$ cat config.mk
export PLATFORM = sky130hd
export DESIGN_NAME = cdrb_top
export DESIGN_NICKNAME = d
export VERILOG_FILES = /design/src/shared/cdrb_pkg.sv /design/src/hw/cdrb_top.sv
export SDC_FILE = /design/constraint.sdc
export NUM_CORES = 1
export LEC_CHECK = 0
export BUFFER_PORTS_ARGS = -buffer_cell sky130_fd_sc_hd__buf_2
export CORE_UTILIZATION = 52
export DETAILED_ROUTE_END_ITERATION = 10
export GPL_ROUTABILITY_DRIVEN = 0
export PLACE_DENSITY = 0.79
export SETUP_SLACK_MARGIN = 0.4
export SKIP_LAST_GASP = 1
export SYNTH_ARGS = -nofsm -noshare
export SYNTH_HDL_FRONTEND = slang
export SYNTH_SLANG_ARGS = --single-unit
$ cat constraint.sdc
create_clock -name CLK_SYS -period 2.3 [get_ports CLK_SYS]
set_input_delay 0.115 -clock CLK_SYS [delete_from_list [all_inputs] [get_ports CLK_SYS]]
set_output_delay 0.115 -clock CLK_SYS [all_outputs]
set_load 0.03 [all_outputs]
$ cat src/shared/cdrb_pkg.sv
// Constants for the counter diagnostic record builder
package cdrb_pkg;

  // ----------------------------------------------------------------
  // Register byte offsets on the Avalon-MM slave
  // ----------------------------------------------------------------
  localparam logic [5:0] CDRB_OFS_CTRL = 6'h00;
  localparam logic [5:0] CDRB_OFS_PI_ACK = 6'h04;
  localparam logic [5:0] CDRB_OFS_PI_PEND = 6'h08;
  localparam logic [5:0] CDRB_OFS_LOST_CLR = 6'h0c;
  localparam logic [5:0] CDRB_OFS_REC_W0 = 6'h10;
  localparam logic [5:0] CDRB_OFS_REC_W1 = 6'h14;
  localparam logic [5:0] CDRB_OFS_REC_W2 = 6'h18;
  localparam logic [5:0] CDRB_OFS_REC_W3 = 6'h1c;
  localparam logic [5:0] CDRB_OFS_IRQ_STAT = 6'h20;
  localparam logic [5:0] CDRB_OFS_IRQ_CLR = 6'h24;
  localparam logic [5:0] CDRB_OFS_IRQ_EN = 6'h28;

  // ----------------------------------------------------------------
  // Field positions
  // ----------------------------------------------------------------
  localparam int CDRB_CTRL_DIAG_EN = 0;
  localparam int CDRB_CTRL_ANALOG = 1;
  localparam int CDRB_CTRL_MORE_TYPES = 2;
  localparam int CDRB_IRQ_INCOMING = 0;
  localparam int CDRB_IRQ_OUTGOING = 1;
  localparam int CDRB_IRQ_PROCESS = 2;
  localparam int CDRB_B3_LOST = 6;

  // ----------------------------------------------------------------
  // Reset values
  // ----------------------------------------------------------------
  localparam logic [2:0] CDRB_CTRL_RST = 3'h0;
  localparam logic [2:0] CDRB_IRQ_EN_RST = 3'h0;

  // ----------------------------------------------------------------
  // Record codes and counts
  // ----------------------------------------------------------------
  localparam logic [3:0] CDRB_CLASS_ANALOG = 4'h5;
  localparam logic [3:0] CDRB_CLASS_DIGITAL = 4'hf;
  localparam logic [6:0] CDRB_CHTYPE_DIG_IN = 7'h70;
  localparam logic [7:0] CDRB_DIAG_BITS_PER_CH = 8'h08;
  localparam logic [7:0] CDRB_NUM_CHANNELS = 8'h08;
  localparam logic [7:0] CDRB_FIXED_ZERO = 8'h00;
  localparam int CDRB_NUM_EVT = 18;
  localparam int CDRB_NUM_INPUTS = 10;

endpackage

$ cat src/hw/cdrb_top.sv
// Diagnostic record builder for the counter technology function
//
// The Avalon-MM slave port and the register addresses were left to the implementer.
`timescale 1ns/100ps
`default_nettype none

// What this block does
// - Byte 0: failure, external, channel error bits
// - Byte 1 low nibble: class 0101b or 1111b
// - Byte 1 bit 4 channel info, 7-5 zero
// - Incoming: byte 2 zero, byte 3 bit 6 lost
// - Outgoing only while enabled, bytes 2-3 zero
// - Same base record layout in every mode
// - Extended record: four base plus twelve bytes
// - Byte 4 channel type 70h, bit 7 more
// - Byte 5 diagnostic bits per channel 08h
// - Byte 6 number of channels 08h
// - Byte 7 group error flags, reserved zero
// - Byte 12 counter 0 lost event flags
// - Byte 13 counter 1 lost event flags
// - Repeat event while pending raises lost flag
// - Events in diagnostic window are discarded
module cdrb_top (
  // Clock and reset
  input wire logic CLK_SYS,
  input wire logic RST_B,
  // Avalon-MM slave
  input wire logic [5:0] AVS_ADDRESS,
  input wire logic AVS_READ,
  input wire logic AVS_WRITE,
  input wire logic [31:0] AVS_WRITEDATA,
  output logic [31:0] AVS_READDATA,
  output logic AVS_WAITREQUEST,
  // Process interrupt events and error levels
  input wire logic [cdrb_pkg::CDRB_NUM_EVT-1:0] PI_EVT,
  input wire logic MOD_FAIL,
  input wire logic EXT_ERR,
  // Interrupt and diagnostic window
  output logic DIAG_IRQ,
  output logic DIAG_ACTIVE
);
  import cdrb_pkg::*;

  // ----------------------------------------------------------------
  // Functions
  // ----------------------------------------------------------------
  // Places four flags on the even bits of a byte
  function automatic logic [7:0] spread4(input logic [3:0] f);
    spread4 = {1'b0, f[3], 1'b0, f[2], 1'b0, f[1], 1'b0, f[0]};
  endfunction

  // ----------------------------------------------------------------
  // State
  // ----------------------------------------------------------------
  logic served;
  logic [2:0] ctrl;
  logic [2:0] irq_en;
  logic [2:0] irq_stat;
  logic [CDRB_NUM_EVT-1:0] pend;
  logic [CDRB_NUM_EVT-1:0] lost;
  logic [4:0] grp_q;
  logic outgoing;

  // ----------------------------------------------------------------
  // Bus decode
  // ----------------------------------------------------------------
  // One wait cycle per access keeps read data on a flip-flop
  wire logic wr_fire = AVS_WRITE && served;
  wire logic hit_ctrl = AVS_ADDRESS == CDRB_OFS_CTRL;
  wire logic hit_ack = AVS_ADDRESS == CDRB_OFS_PI_ACK;
  wire logic hit_lclr = AVS_ADDRESS == CDRB_OFS_LOST_CLR;
  wire logic hit_iclr = AVS_ADDRESS == CDRB_OFS_IRQ_CLR;
  wire logic hit_ien = AVS_ADDRESS == CDRB_OFS_IRQ_EN;
  wire logic [CDRB_NUM_EVT-1:0] ack_wr =
    (wr_fire && hit_ack) ? AVS_WRITEDATA[CDRB_NUM_EVT-1:0] : '0;
  wire logic [CDRB_NUM_EVT-1:0] lclr_wr =
    (wr_fire && hit_lclr) ? AVS_WRITEDATA[CDRB_NUM_EVT-1:0] : '0;
  wire logic [2:0] iclr_wr = (wr_fire && hit_iclr) ? AVS_WRITEDATA[2:0] : 3'h0;
  wire logic diag_en = ctrl[CDRB_CTRL_DIAG_EN];

  // ----------------------------------------------------------------
  // Channel groups and diagnostic window
  // ----------------------------------------------------------------
  // Groups: inputs 0.0-0.3, 0.4-0.7, 1.0-1.1, counter 0, counter 1
  wire logic [4:0] grp_lost = {|lost[17:14], |lost[13:10], |lost[9:8],
                               |lost[7:4], |lost[3:0]};
  // A group stays in its window from the first lost flag until cleared
  wire logic [CDRB_NUM_EVT-1:0] win_evt = {{4{grp_lost[4]}}, {4{grp_lost[3]}},
                                           {2{grp_lost[2]}}, {4{grp_lost[1]}},
                                           {4{grp_lost[0]}}};
  wire logic any_lost = |lost;
  wire logic [CDRB_NUM_EVT-1:0] evt_ok = PI_EVT & ~win_evt;
  wire logic [CDRB_NUM_EVT-1:0] lost_set = evt_ok & pend;
  wire logic [CDRB_NUM_EVT-1:0] pend_set = evt_ok & ~pend;
  // Incoming on a new lost flag, outgoing when a group window closes in a cycle without a new lost flag
  wire logic in_evt = diag_en && (|(lost_set & ~lost));
  wire logic out_evt = diag_en && (|(grp_q & ~grp_lost)) && !in_evt;
  wire logic pi_evt = |pend_set;

  // ----------------------------------------------------------------
  // Record bytes
  // ----------------------------------------------------------------
  // One base layout serves counting, frequency and pulse modes
  wire logic [7:0] rec_b0 = {4'h0, any_lost, EXT_ERR, 1'b0, MOD_FAIL};
  wire logic [3:0] class_code =
    ctrl[CDRB_CTRL_ANALOG] ? CDRB_CLASS_ANALOG : CDRB_CLASS_DIGITAL;
  wire logic [7:0] rec_b1 = {3'h0, any_lost, class_code};
  wire logic [7:0] rec_b2 = CDRB_FIXED_ZERO;
  wire logic [7:0] rec_b3 = outgoing ? CDRB_FIXED_ZERO : {1'b0, any_lost, 6'h00};
  wire logic [7:0] rec_b4 = {ctrl[CDRB_CTRL_MORE_TYPES], CDRB_CHTYPE_DIG_IN};
  wire logic [7:0] rec_b5 = CDRB_DIAG_BITS_PER_CH;
  wire logic [7:0] rec_b6 = CDRB_NUM_CHANNELS;
  wire logic [7:0] rec_b7 = {2'h0, grp_lost[4:3], 1'b0, grp_lost[2:0]};
  wire logic [7:0] rec_b8 = spread4(lost[3:0]);
  wire logic [7:0] rec_b9 = spread4(lost[7:4]);
  wire logic [7:0] rec_b10 = spread4({2'h0, lost[9:8]});
  wire logic [7:0] rec_b11 = CDRB_FIXED_ZERO;
  wire logic [7:0] rec_b12 = spread4(lost[13:10]);
  wire logic [7:0] rec_b13 = spread4(lost[17:14]);
  wire logic [7:0] rec_b14 = CDRB_FIXED_ZERO;
  wire logic [7:0] rec_b15 = CDRB_FIXED_ZERO;
  // Sixteen bytes, base record first, little endian words
  wire logic [31:0] rec_w0 = {rec_b3, rec_b2, rec_b1, rec_b0};
  wire logic [31:0] rec_w1 = {rec_b7, rec_b6, rec_b5, rec_b4};
  wire logic [31:0] rec_w2 = {rec_b11, rec_b10, rec_b9, rec_b8};
  wire logic [31:0] rec_w3 = {rec_b15, rec_b14, rec_b13, rec_b12};

  // ----------------------------------------------------------------
  // Read multiplexer
  // ----------------------------------------------------------------
  // Write-only and unmapped words read zero
  logic [31:0] rd_mux;
  always_comb begin
    unique case (AVS_ADDRESS)
      CDRB_OFS_CTRL: rd_mux = {29'h0, ctrl};
      CDRB_OFS_PI_PEND: rd_mux = {14'h0, pend};
      CDRB_OFS_REC_W0: rd_mux = rec_w0;
      CDRB_OFS_REC_W1: rd_mux = rec_w1;
      CDRB_OFS_REC_W2: rd_mux = rec_w2;
      CDRB_OFS_REC_W3: rd_mux = rec_w3;
      CDRB_OFS_IRQ_STAT: rd_mux = {29'h0, irq_stat};
      CDRB_OFS_IRQ_EN: rd_mux = {29'h0, irq_en};
      default: rd_mux = 32'h0;
    endcase
  end

  assign AVS_WAITREQUEST = (AVS_READ || AVS_WRITE) && !served;
  assign DIAG_IRQ = |(irq_stat & irq_en);
  assign DIAG_ACTIVE = any_lost;

  // ----------------------------------------------------------------
  // Bus handshake and read data
  // ----------------------------------------------------------------
  // Read data is caught in the wait cycle and stands at completion
  always_ff @(posedge CLK_SYS) begin
    if (!RST_B) begin
      served <= 1'b0;
      AVS_READDATA <= 32'h0;
    end else begin
      served <= (AVS_READ || AVS_WRITE) && !served;
      if (AVS_READ && !served) begin
        AVS_READDATA <= rd_mux;
      end
    end
  end

  // ----------------------------------------------------------------
  // Control and interrupt registers
  // ----------------------------------------------------------------
  // Status set wins over a clear in the same cycle
  always_ff @(posedge CLK_SYS) begin
    if (!RST_B) begin
      ctrl <= CDRB_CTRL_RST;
      irq_en <= CDRB_IRQ_EN_RST;
      irq_stat <= 3'h0;
    end else begin
      if (wr_fire && hit_ctrl) begin
        ctrl <= AVS_WRITEDATA[2:0];
      end
      if (wr_fire && hit_ien) begin
        irq_en <= AVS_WRITEDATA[2:0];
      end
      irq_stat <= (irq_stat & ~iclr_wr) | {pi_evt, out_evt, in_evt};
    end
  end

  // ----------------------------------------------------------------
  // Record kind and group history
  // ----------------------------------------------------------------
  // Outgoing is only emitted with the enable still on
  always_ff @(posedge CLK_SYS) begin
    if (!RST_B) begin
      outgoing <= 1'b0;
      grp_q <= 5'h0;
    end else begin
      grp_q <= grp_lost;
      if (in_evt) begin
        outgoing <= 1'b0;
      end else if (out_evt) begin
        outgoing <= 1'b1;
      end
    end
  end

  // ----------------------------------------------------------------
  // Per-event pending and lost flags
  // ----------------------------------------------------------------
  // Pending tracks a process interrupt still being handled
  genvar gi;
  generate
    for (gi = 0; gi < CDRB_NUM_EVT; gi++) begin : g_evt
      always_ff @(posedge CLK_SYS) begin
        if (!RST_B) begin
          pend[gi] <= 1'b0;
          lost[gi] <= 1'b0;
        end else begin
          // A new event beats a software acknowledge
          pend[gi] <= evt_ok[gi] | (pend[gi] & ~ack_wr[gi]);
          lost[gi] <= lost_set[gi] | (lost[gi] & ~lclr_wr[gi]);
        end
      end

    end
  endgenerate
endmodule // cdrb_top

`default_nettype wire

==> After elaboration in Yosys (flattened, before gate mapping) <==
Cells that the tools add are included.
{ "op_classes": {"mux": 6, "eq_ne": 10, "n_reduce_logical": 26, "bitwise": 122} }
{ "ops": {"columns": ["operator", "n"], "rows": [
  ["31-bit one-hot mux with 8 select lines", 1],
  ["18-bit AND", 4],
  ["18-bit NOT", 3],
  ["18-bit OR reduction", 3],
  ["1-bit NOT", 37],
  ["1-bit AND", 36],
  ["18-bit 2-to-1 mux", 2],
  ["1-bit bitwise OR", 36],
  ["6-bit by 5-bit equality test with 1-bit output, second input constant", 4],
  ["6-bit equality test, second input constant", 3],
  ["4-bit OR reduction", 4],
  ["6-bit by 4-bit equality test with 1-bit output, second input constant", 2],
  ["1-bit logical AND", 11],
  ["7-bit 2-to-1 mux", 1],
  ["3-bit AND", 2],
  ["6-bit by 3-bit equality test with 1-bit output, second input constant", 1],
  ["6-bit logical NOT", 1],
  ["5-bit AND", 1],
  ["5-bit NOT", 1],
  ["5-bit OR reduction", 1],
  ["4-bit 2-to-1 mux", 1],
  ["2-bit OR reduction", 2],
  ["3-bit 2-to-1 mux", 1],
  ["3-bit NOT", 1],
  ["4 further kinds", 5]
]} }
{ "totals": {"elab_cells": 207, "reg_bits": 84, "in_bits": 62, "out_inout_bits": 35} }

==> Logic depth before layout (Yosys ltp) <==
Gate-level depths: netlist (run 1).
{ "depth": {"depth_word": 10, "ltp_mapped": 7, "depth_no_buf": 5} }

==> Worst setup path before layout (run 1) <==
OpenSTA, ideal clock, no wires.
{ "synth_timing": {"path_kind": "register -> register", "start": "register lost[0]", "end": "register outgoing", "stages_incl_launch_ff": 7, "path_buffers": 1, "setup_slack_ns": 0.656, "t_required_ns": 2.167, "t_arrival_ns": 1.511, "period_less_slack_ns": 1.644, "setup_time_ns": 0.133, "cell_sequence": "dfxtp_1 nor4_1 clkbuf_1 nand3_1 and3_1 nand4_1 a211oi_1"} }
{ "synth_between": {"elab_chain_cells": 9, "elab_cells_between_ends": 15, "cone_classes": "7 x bitwise; 8 x reduce/logical"} }
{ "synth_lines": {"columns": ["item", "line", "source"], "rows": [
  ["start, declared", "cdrb_top.sv:60", "logic [CDRB_NUM_EVT-1:0] lost;"],
  ["start signal, assigned by index", "cdrb_top.sv:219", "lost[gi] <= lost_set[gi] | (lost[gi] & ~lclr_wr[gi]);"],
  ["4-bit OR reduction", "cdrb_top.sv:86", "|lost[7:4], |lost[3:0]};"],
  ["18-bit NOT", "cdrb_top.sv:92", "wire logic [CDRB_NUM_EVT-1:0] evt_ok = PI_EVT & ~win_evt;"],
  ["18-bit AND", "cdrb_top.sv:92", null],
  ["18-bit AND", "cdrb_top.sv:93", "wire logic [CDRB_NUM_EVT-1:0] lost_set = evt_ok & pend;"],
  ["18-bit AND", "cdrb_top.sv:96", "wire logic in_evt = diag_en && (|(lost_set & ~lost));"],
  ["18-bit OR reduction", "cdrb_top.sv:96", null],
  ["1-bit logical AND", "cdrb_top.sv:96", null],
  ["1-bit logical NOT", "cdrb_top.sv:97", "wire logic out_evt = diag_en && (|(grp_q & ~grp_lost)) && !in_evt;"],
  ["1-bit logical AND", "cdrb_top.sv:97", null],
  ["end signal, assigned", "cdrb_top.sv:193", "outgoing <= 1'b0;"],
  ["end signal, assigned", "cdrb_top.sv:198", "outgoing <= 1'b0;"],
  ["end signal, assigned", "cdrb_top.sv:200", "outgoing <= 1'b1;"],
  ["end, declared", "cdrb_top.sv:62", "logic outgoing;"]
]} }
Several ways; a longest one is shown, not always the timed one.
A chain may end at the register's enable or synchronous reset.

==> Worst setup path in the final report (run 1) <==
{ "layout_timing": {"start": "register lost[15]", "end": "output DIAG_ACTIVE"} }
{ "layout_between": {"elab_chain_cells": 1} }
{ "layout_lines": {"columns": ["item", "line", "source"], "rows": [
  ["18-bit OR reduction", "cdrb_top.sv:91", "wire logic any_lost = |lost;"],
  ["end, declared", "cdrb_top.sv:40", "output logic DIAG_ACTIVE"]
]} }
Every way passes these cells.

==> run summary, run 1 <==
Place WS: 0.423 ns
Worst Skew: 0.00328 ns
total power: 0.00340 W
setup ws final: 0.445 ns
largest family of logic cells by synthesized area: compound AO/OA/AOI/OAI gates
post-synthesis mux area share: 0.0444
Die Height: 85.7 µm
critical path's slowest cell: nor4_4
fin crit period: 1.85 ns
Clock transition at path regs: 0.08 ns
pwr dens: 777 nW/µm²
Worst Path Arrival: 1.74 ns
Slew Limit Fails: 0
cell accounting for the most synthesized area: dfxtp_1
initial antenna violation count: 0
crit-path leading delay family: simple AND/OR/NAND/NOR gates
f_max: 539 MHz
Post-synth EDFFs: 0
core area: 6790 µm²
number of iterations in the first detailed-routing pass: 5
fin cells: 628
Critical Path Start Type: flip-flop
IO Count: 97
largest net degree at the start of global routing: 67
vias per cell: 5.93
DP Cell Count: 610
Hold Crit Class: input pin to flip-flop
worst path bufs/invs: 1
wire per inst: 16.5 µm
Die Area: 7340 µm²
Yosys reg bits: 78
final WL: 10300 µm
Ys Warns: 0
Slew headroom: 0.538
vias in the first global route: 3348
worst vdd ir: 0.453 mV
area grow syn2layout: 20.4%
post-synth top area share: 0.429
Worst-Skew Late Latency: 0.35 ns
max-capacitance violation count: 0
post-synthesis adder-cell area fraction: 0
Inserted Clock Buffers: 9
Crit Path Max Fanout: 3
dominant synthesized flop cell: dfxtp_1
Post-DP Area: 4100 µm²
final setup TNS: 0 ns
Post-Synth Simple-Gate Area: 0.194
final hold violations: 0
sequential fraction of the synthesis area: 0.429
CP peak stage delay: 0.38 ns
crit end category: output pin
run status: finished, final reports clean
# DRC: 0
ys async rst share: 0
Final period util: 0.806
post-synthesis cell count: 452
num rows: 30
synth top area cells: dfxtp_1 43%, a21oi_1 7.8%, nand2_1 4.4%
first-pass GRT wire length: 16400 µm
1st-iter DRT viols: 345
Critical Path RT: 2.18 ns
Root Driver: clkbuf_8
clock sinks: 78
GRT Overall Usage: 0.285
Port Buffer Count: 76
Post-Synth XOR/XNOR Area: 0
# nets final: 589
post-route ant nets: 0
Die X-Extent: 85.7 µm
design area: 4380 µm²
total number of vias: 3727
worst-margin pin slew: 0.692 ns
syn_area_per_cell: 8.05 µm²
Compound-Gate Fraction of Synth Area: 0.249
HPWL after DPL: 7480 µm
# diodes: 0
Crit Path Class: flip-flop to output pin
GR Overflow Total: 0
CP cell instances: nor4_4, nand4_1, or2_2, buf_2
final setup fails: 0
RSZ-0062 raised after global routing: false
Yosys cell types: 49
TritonCTS clock tree: yes
leak pwr: 1.86 nW
Starting Density: 0.536
CTS Buffer Depth: 2
synthesized area: 3640 µm²
CTS H-tree depth: 3
layout cells sized above 1: 0.239
[flip-flops by register name, summed over array words and instances (netlist names)]
register      cells
irq_en            3
grp_q             5
lost             18
irq_stat          3
outgoing          1
AVS_READDATA     26
ctrl              3
pend             18
served            1
[stage by stage]
stage / hold slack [ns] / util
after global routing: 0.0297 / 0.645
after floorplan: 0.251 / -
final: 0.0125 / 0.645
after global placement: 0.384 / 0.603
after detailed placement: 0.388 / 0.603
after CTS: 0.0171 / 0.640
[cells in the mapped netlist (all sizes together) (3+ instances only)]
cell    number
clkbuf      15
nor3         9
o21ai       47
nor2        32
nand2b       4
dfxtp       78
a22oi       16
nand2       43
a22o         5
nor4         7
a21oi       57
o22ai        9
buf         16
mux2i        6
mux2         3
mux4         3
and3         3
inv         37
nand3       29
[tightest hold or removal path, delay by kind of cell]
family	cells	cell delay [ns]
AND/OR/NAND/NOR	1	0.05
AO/OA/AOI/OAI	1	0.05
buffers and inverters	1	0.11
[cell type report]
class / instances / area (µm²)
Tap cell: 96 / 120
Multi-Input combinational cell: 311 / 1840
Clock buffer: 11 / 151
Fill cell: 595 / 2410
Clock inverter: 5 / 81.3
Timing Repair Buffer: 90 / 485
Sequential cell: 78 / 1560
Inverter: 37 / 139
[cells in the final DEF, fill, tap and decap left out, types with 3 or more instances in the layout]
cell,n
dfxtp_1,77
buf_2,76
a21oi_1,57
nand2_1,43
inv_1,36
nor2_1,32
nand3_1,29
o21ai_1,26
o21ai_0,20
a22oi_1,16
buf_4,14
clkbuf_8,11
o22ai_1,9
mux2i_1,6
conb_1,6
a22o_1,5
nand2b_1,4
nor3_1,4
nor4_4,3
nor3_2,3
mux2_2,3
mux4_2,3
and3_1,3
[where the power goes]
part / leakage [nW] / internal [W] / switching, W / total, W
Clock: 0.116 / 0.000671 / 0.000525 / 0.00120
Sequential: 0.637 / 0.00144 / 0.000115 / 0.00156
Combinational: 1.11 / 0.000259 / 0.000393 / 0.000652
Total: 1.86 / 0.00237 / 0.00103 / 0.00340
[metal layers]
| metal | vias to the layer above | GRT usage | share of wire |
|---|---|---|---|
| met5 | - | 0 | 0 |
| met4 | 0 | 0.124 | 0.028 |
| met3 | 29 | 0.0491 | 0.11 |
| met2 | 220 | 0.448 | 0.45 |
| met1 | 1731 | 0.385 | 0.41 |
| li1 | 1747 | - | - |
[cells by family after synthesis]
| group | after synthesis |
|---|---|
| mux | 12 |
| simple gates | 140 |
| flops | 78 |
| other cells | 1 |
| compound gates | 153 |
| buf+inv | 68 |
[what timing repair did]
item	in CTS	in global routing
endpoints found under the hold margin	0	0
pin swaps	0	3
endpoints found under the setup margin	1	1
setup buffers	0	2
hold buffers	0	0
gates resized for setup	2	3
[worst paths after layout]
kind	startpoint	to	slack, ns	cells past startpoint
setup reg to reg	lost[4]$_SDFF_PN0_	outgoing$_SDFFE_PP0P_	0.48	5
hold / removal	PI_EVT[17]	pend[17]$_SDFF_PN0_	0.01	3
setup / recovery	lost[15]$_SDFF_PN0_	DIAG_ACTIVE	0.45	4
hold reg to reg	AVS_READDATA[15]$_SDFFE_PN0P_	AVS_READDATA[15]$_SDFFE_PN0P_	0.45	2
Power figures use the tool's default switching activity.
==> run 2, diff against run 1 <==
--- a/config.mk
+++ b/config.mk
@@ -5,11 +5,12 @@
 export SDC_FILE = /design/constraint.sdc
 export NUM_CORES = 1
 export LEC_CHECK = 0
+export ABC_AREA = 1
 export BUFFER_PORTS_ARGS = -buffer_cell sky130_fd_sc_hd__buf_2
-export CORE_UTILIZATION = 52
+export CORE_UTILIZATION = 53
 export DETAILED_ROUTE_END_ITERATION = 10
 export GPL_ROUTABILITY_DRIVEN = 0
-export PLACE_DENSITY = 0.79
+export PLACE_DENSITY = 0.8
 export SETUP_SLACK_MARGIN = 0.4
 export SKIP_LAST_GASP = 1
 export SYNTH_ARGS = -nofsm -noshare
==> constraint.sdc (replaced) <==
create_clock -name CLK_SYS -period 1.8 [get_ports CLK_SYS]
set_input_delay 0.09 -clock CLK_SYS [delete_from_list [all_inputs] [get_ports CLK_SYS]]
set_output_delay 0.09 -clock CLK_SYS [all_outputs]
set_load 0.03 [all_outputs]
==> run 2 against run 1 <==
Clock power grew 15%. Sequential share of layout area shrank 2.5 points. Hold slack gained 0.020 ns. Synthesized cell count grew 19%. Via count grew 10%. Utilization grew 6.6 points. Synthesized area grew 2.8%. Global-route usage grew 1.8 points. Flip-flop and latch count is the same. Register-to-register slack lost 0.14 ns. Sequential power grew 27%. Setup slack lost 0.11 ns. Critical path type unchanged. Largest power group unchanged.
==> run summary, run 2 <==
Hold Crit Class: input pin to flip-flop
met2 track demand over resource: 0.484 (+0.0361)
CTS H-tree depth: 3 (unchanged)
total power: 0.00449 W (+32%)
max reg flops: 26 (unchanged)
Critical Path RT: 1.71 ns (-0.47 ns)
Ys Warns: 0 (unchanged)
# diodes: 0 (unchanged)
cell accounting for the most synthesized area: dfxtp_1
GRT Overall Usage: 0.303 (+0.0179)
vias per cell: 5.58 (-6.0%)
Die Area: 7400 µm² (+0.82%)
clock sinks: 78 (unchanged)
critical path's slowest cell: dfxtp_2
worst vdd ir: 0.562 mV (+24%)
TritonCTS clock tree: yes
post-synth top area share: 0.418 (-0.0116)
Port Buffer Count: 76 (unchanged)
Yosys cell types: 34 (-31%)
vias in the first global route: 3672 (+9.7%)
ys async rst share: 0 (unchanged)
filler cell count: 553 (-7.1%)
post-synthesis cell count: 537 (+19%)
met3 Use GR: 0.0828 (+0.0337)
worst path bufs/invs: 1 (unchanged)
final setup TNS: 0 ns (unchanged)
synth top area cells: dfxtp_1 42%, nand2_1 10%, a21oi_1 8.8%
area grow syn2layout: 29.2%
Starting Density: 0.550 (+0.0149)
Clock transition at path regs: 0.08 ns (about the same)
pwr dens: 929 nW/µm² (+20%)
design area: 4830 µm² (+10%)
run status: finished, final reports clean
worst hold slack: 0.0325 ns (+0.0200 ns)
crit-path leading delay family: simple AND/OR/NAND/NOR gates
core area: 6790 µm² (unchanged)
biggest regs: AVS_READDATA x26, lost x18, pend x18
top post-synthesis cells by count: 104 x nand2_1, 78 x dfxtp_1, 77 x inv_1
Die Height: 86 µm (+0.41%)
1st-iter DRT viols: 550 (+59%)
CTS Buffer Depth: 2 (unchanged)
first-pass GRT wire length: 17200 µm (+5.3%)
Inserted Clock Buffers: 9 (unchanged)
Die X-Extent: 86 µm (+0.41%)
Crit Path Max Fanout: 5 (+2)
commonest non-fill, non-tap cell in the layout: nand2_1
hold buffer count at cts: 0 (unchanged)
Yosys reg bits: 78 (unchanged)
fin crit period: 1.47 ns
register area: 1600 µm² (+2.6%)
Post-synth EDFFs: 0 (unchanged)
HPWL after DPL: 7750 µm (+3.6%)
f_max: 682 MHz
grt peak-use layer: met2
wire per inst: 15.7 µm (-4.7%)
dominant synthesized flop cell: dfxtp_1
footprint of the multi-input gates: 1940 µm² (+5.4%)
largest net degree at the start of global routing: 46 (-31%)
RSZ-0062 raised after global routing: true
GR Overflow Total: 0 (unchanged)
Critical Path Start Type: flip-flop
final WL: 11600 µm (+12%)
CP peak stage delay: 0.34 ns (-0.04 ns)
leak pwr: 2.28 nW (+22%)
# nets final: 700 (+19%)
Final period util: 0.815
IO Count: 97 (unchanged)
layout cells sized above 1: 0.312 (+0.0728)
Worst Path Arrival: 1.38 ns (-0.36 ns)
register bank with the most flops: AVS_READDATA
sequential fraction of the synthesis area: 0.418 (-0.0116)
Root Driver: clkbuf_8
crit end category: output pin
final hold violations: 0 (unchanged)
initial antenna violation count: 0 (unchanged)
syn_area_per_cell: 6.96 µm² (-13%)
Crit Path Class: flip-flop to output pin
synthesized area: 3740 µm² (+2.8%)
Worst Skew: 0.0102 ns (+0.00692 ns)
max-capacitance violation count: 0 (unchanged)
Slew Limit Fails: 0 (unchanged)
total number of vias: 4118 (+10%)
CP cell instances: nor2_4, nand2_4, nor3_4, nand3_2, buf_6
most numerous cell in the Yosys netlist: nand2_1
Worst-Skew Late Latency: 0.35 ns (about the same)
met1 usage: 0.376 (-0.00967)
Post-DP Area: 4200 µm² (+2.3%)
number of iterations in the first detailed-routing pass: 7 (+2)
final setup fails: 0 (unchanged)
# DRC: 0 (unchanged)
num rows: 30 (unchanged)
most frequent cells in the layout: 99 x nand2_1, 75 x buf_2, 71 x inv_1
post-route ant nets: 0 (unchanged)
run 2: changes by cell type in the layout (fill, tap and decap cells not counted), moves of 12 or more:
cell     previous run  this run
a22oi_1            16         3
dfxtp_1            77        61
inv_1              36        71
o21ai_0            20        36
nand2_1            43        99
nor2_4              0        16
inv_2               0        12
run 2: timing repair:
action | in CTS | in global routing
resized for setup | 42 | 54
gates cloned | 1 | 0
setup endpoints to repair | 17 | 50
setup buffers | 13 | 13
endpoints found under the hold margin | 0 | 0
pin swaps | 13 | 25
run 2: report_power, final:
part / internal, W / leakage (nW) / switching (W)
logic: 0.000437 / 1.53 / 0.000694
clock network: 0.000745 / 0.104 / 0.000633
registers: 0.00185 / 0.647 / 0.000127
total: 0.00303 / 2.28 / 0.00145
run 2: layout make-up:
class | count | share of cell area
clock inverter | 3 | 0.00881
sequential | 78 | 0.332
timing repair inverter | 1 | 0.00155
timing repair buffer | 105 | 0.130
inverter | 85 | 0.0673
multi-input combinational | 358 | 0.401
tap | 96 | 0.0249
clock buffer | 12 | 0.0342
run 2: kinds of logic after synthesis:
| group | Yosys count | synth area share |
|---|---|---|
| other | 1 | 0.00100 |
| flip-flops | 78 | 0.418 |
| buffers and inverters | 106 | 0.116 |
| AO/OA/AOI/OAI | 142 | 0.208 |
| AND/OR/NAND/NOR | 210 | 0.258 |
run 2: final timing paths:
check / from / end / slack [ns] / cells after the start
worst min-delay path: AVS_READ / served$_SDFF_PN0_ / 0.03 / 3
worst min register to register: AVS_READDATA[1]$_SDFFE_PN0P_ / AVS_READDATA[1]$_SDFFE_PN0P_ / 0.47 / 2
worst max register to register: lost[0]$_SDFF_PN0_ / outgoing$_SDFFE_PP0P_ / 0.34 / 11
worst max-delay path: lost[2]$_SDFF_PN0_ / DIAG_ACTIVE / 0.33 / 5
run 2: layer usage:
layer / vias up / share of wire
met5: - / 0
met4: 0 / 0.028
met3: 35 / 0.092
met2: 234 / 0.48
met1: 1910 / 0.40
li1: 1939 / -
run 2: worst min-delay path, stage by stage:
cell and delay [ns]:
buf_2 0.09, nor2_1 0.05, nor3_1 0.11
run 2: per-stage QoR:
step	worst slack, ns	utilization	instances
5_1_grt	0.245	0.711	738
6_report	0.333	0.711	738
3_3_place_gp	0.317	0.618	696
3_5_place_dp	0.286	0.618	696
2_1_floorplan	0.402	-	542
4_1_cts	0.335	0.679	725
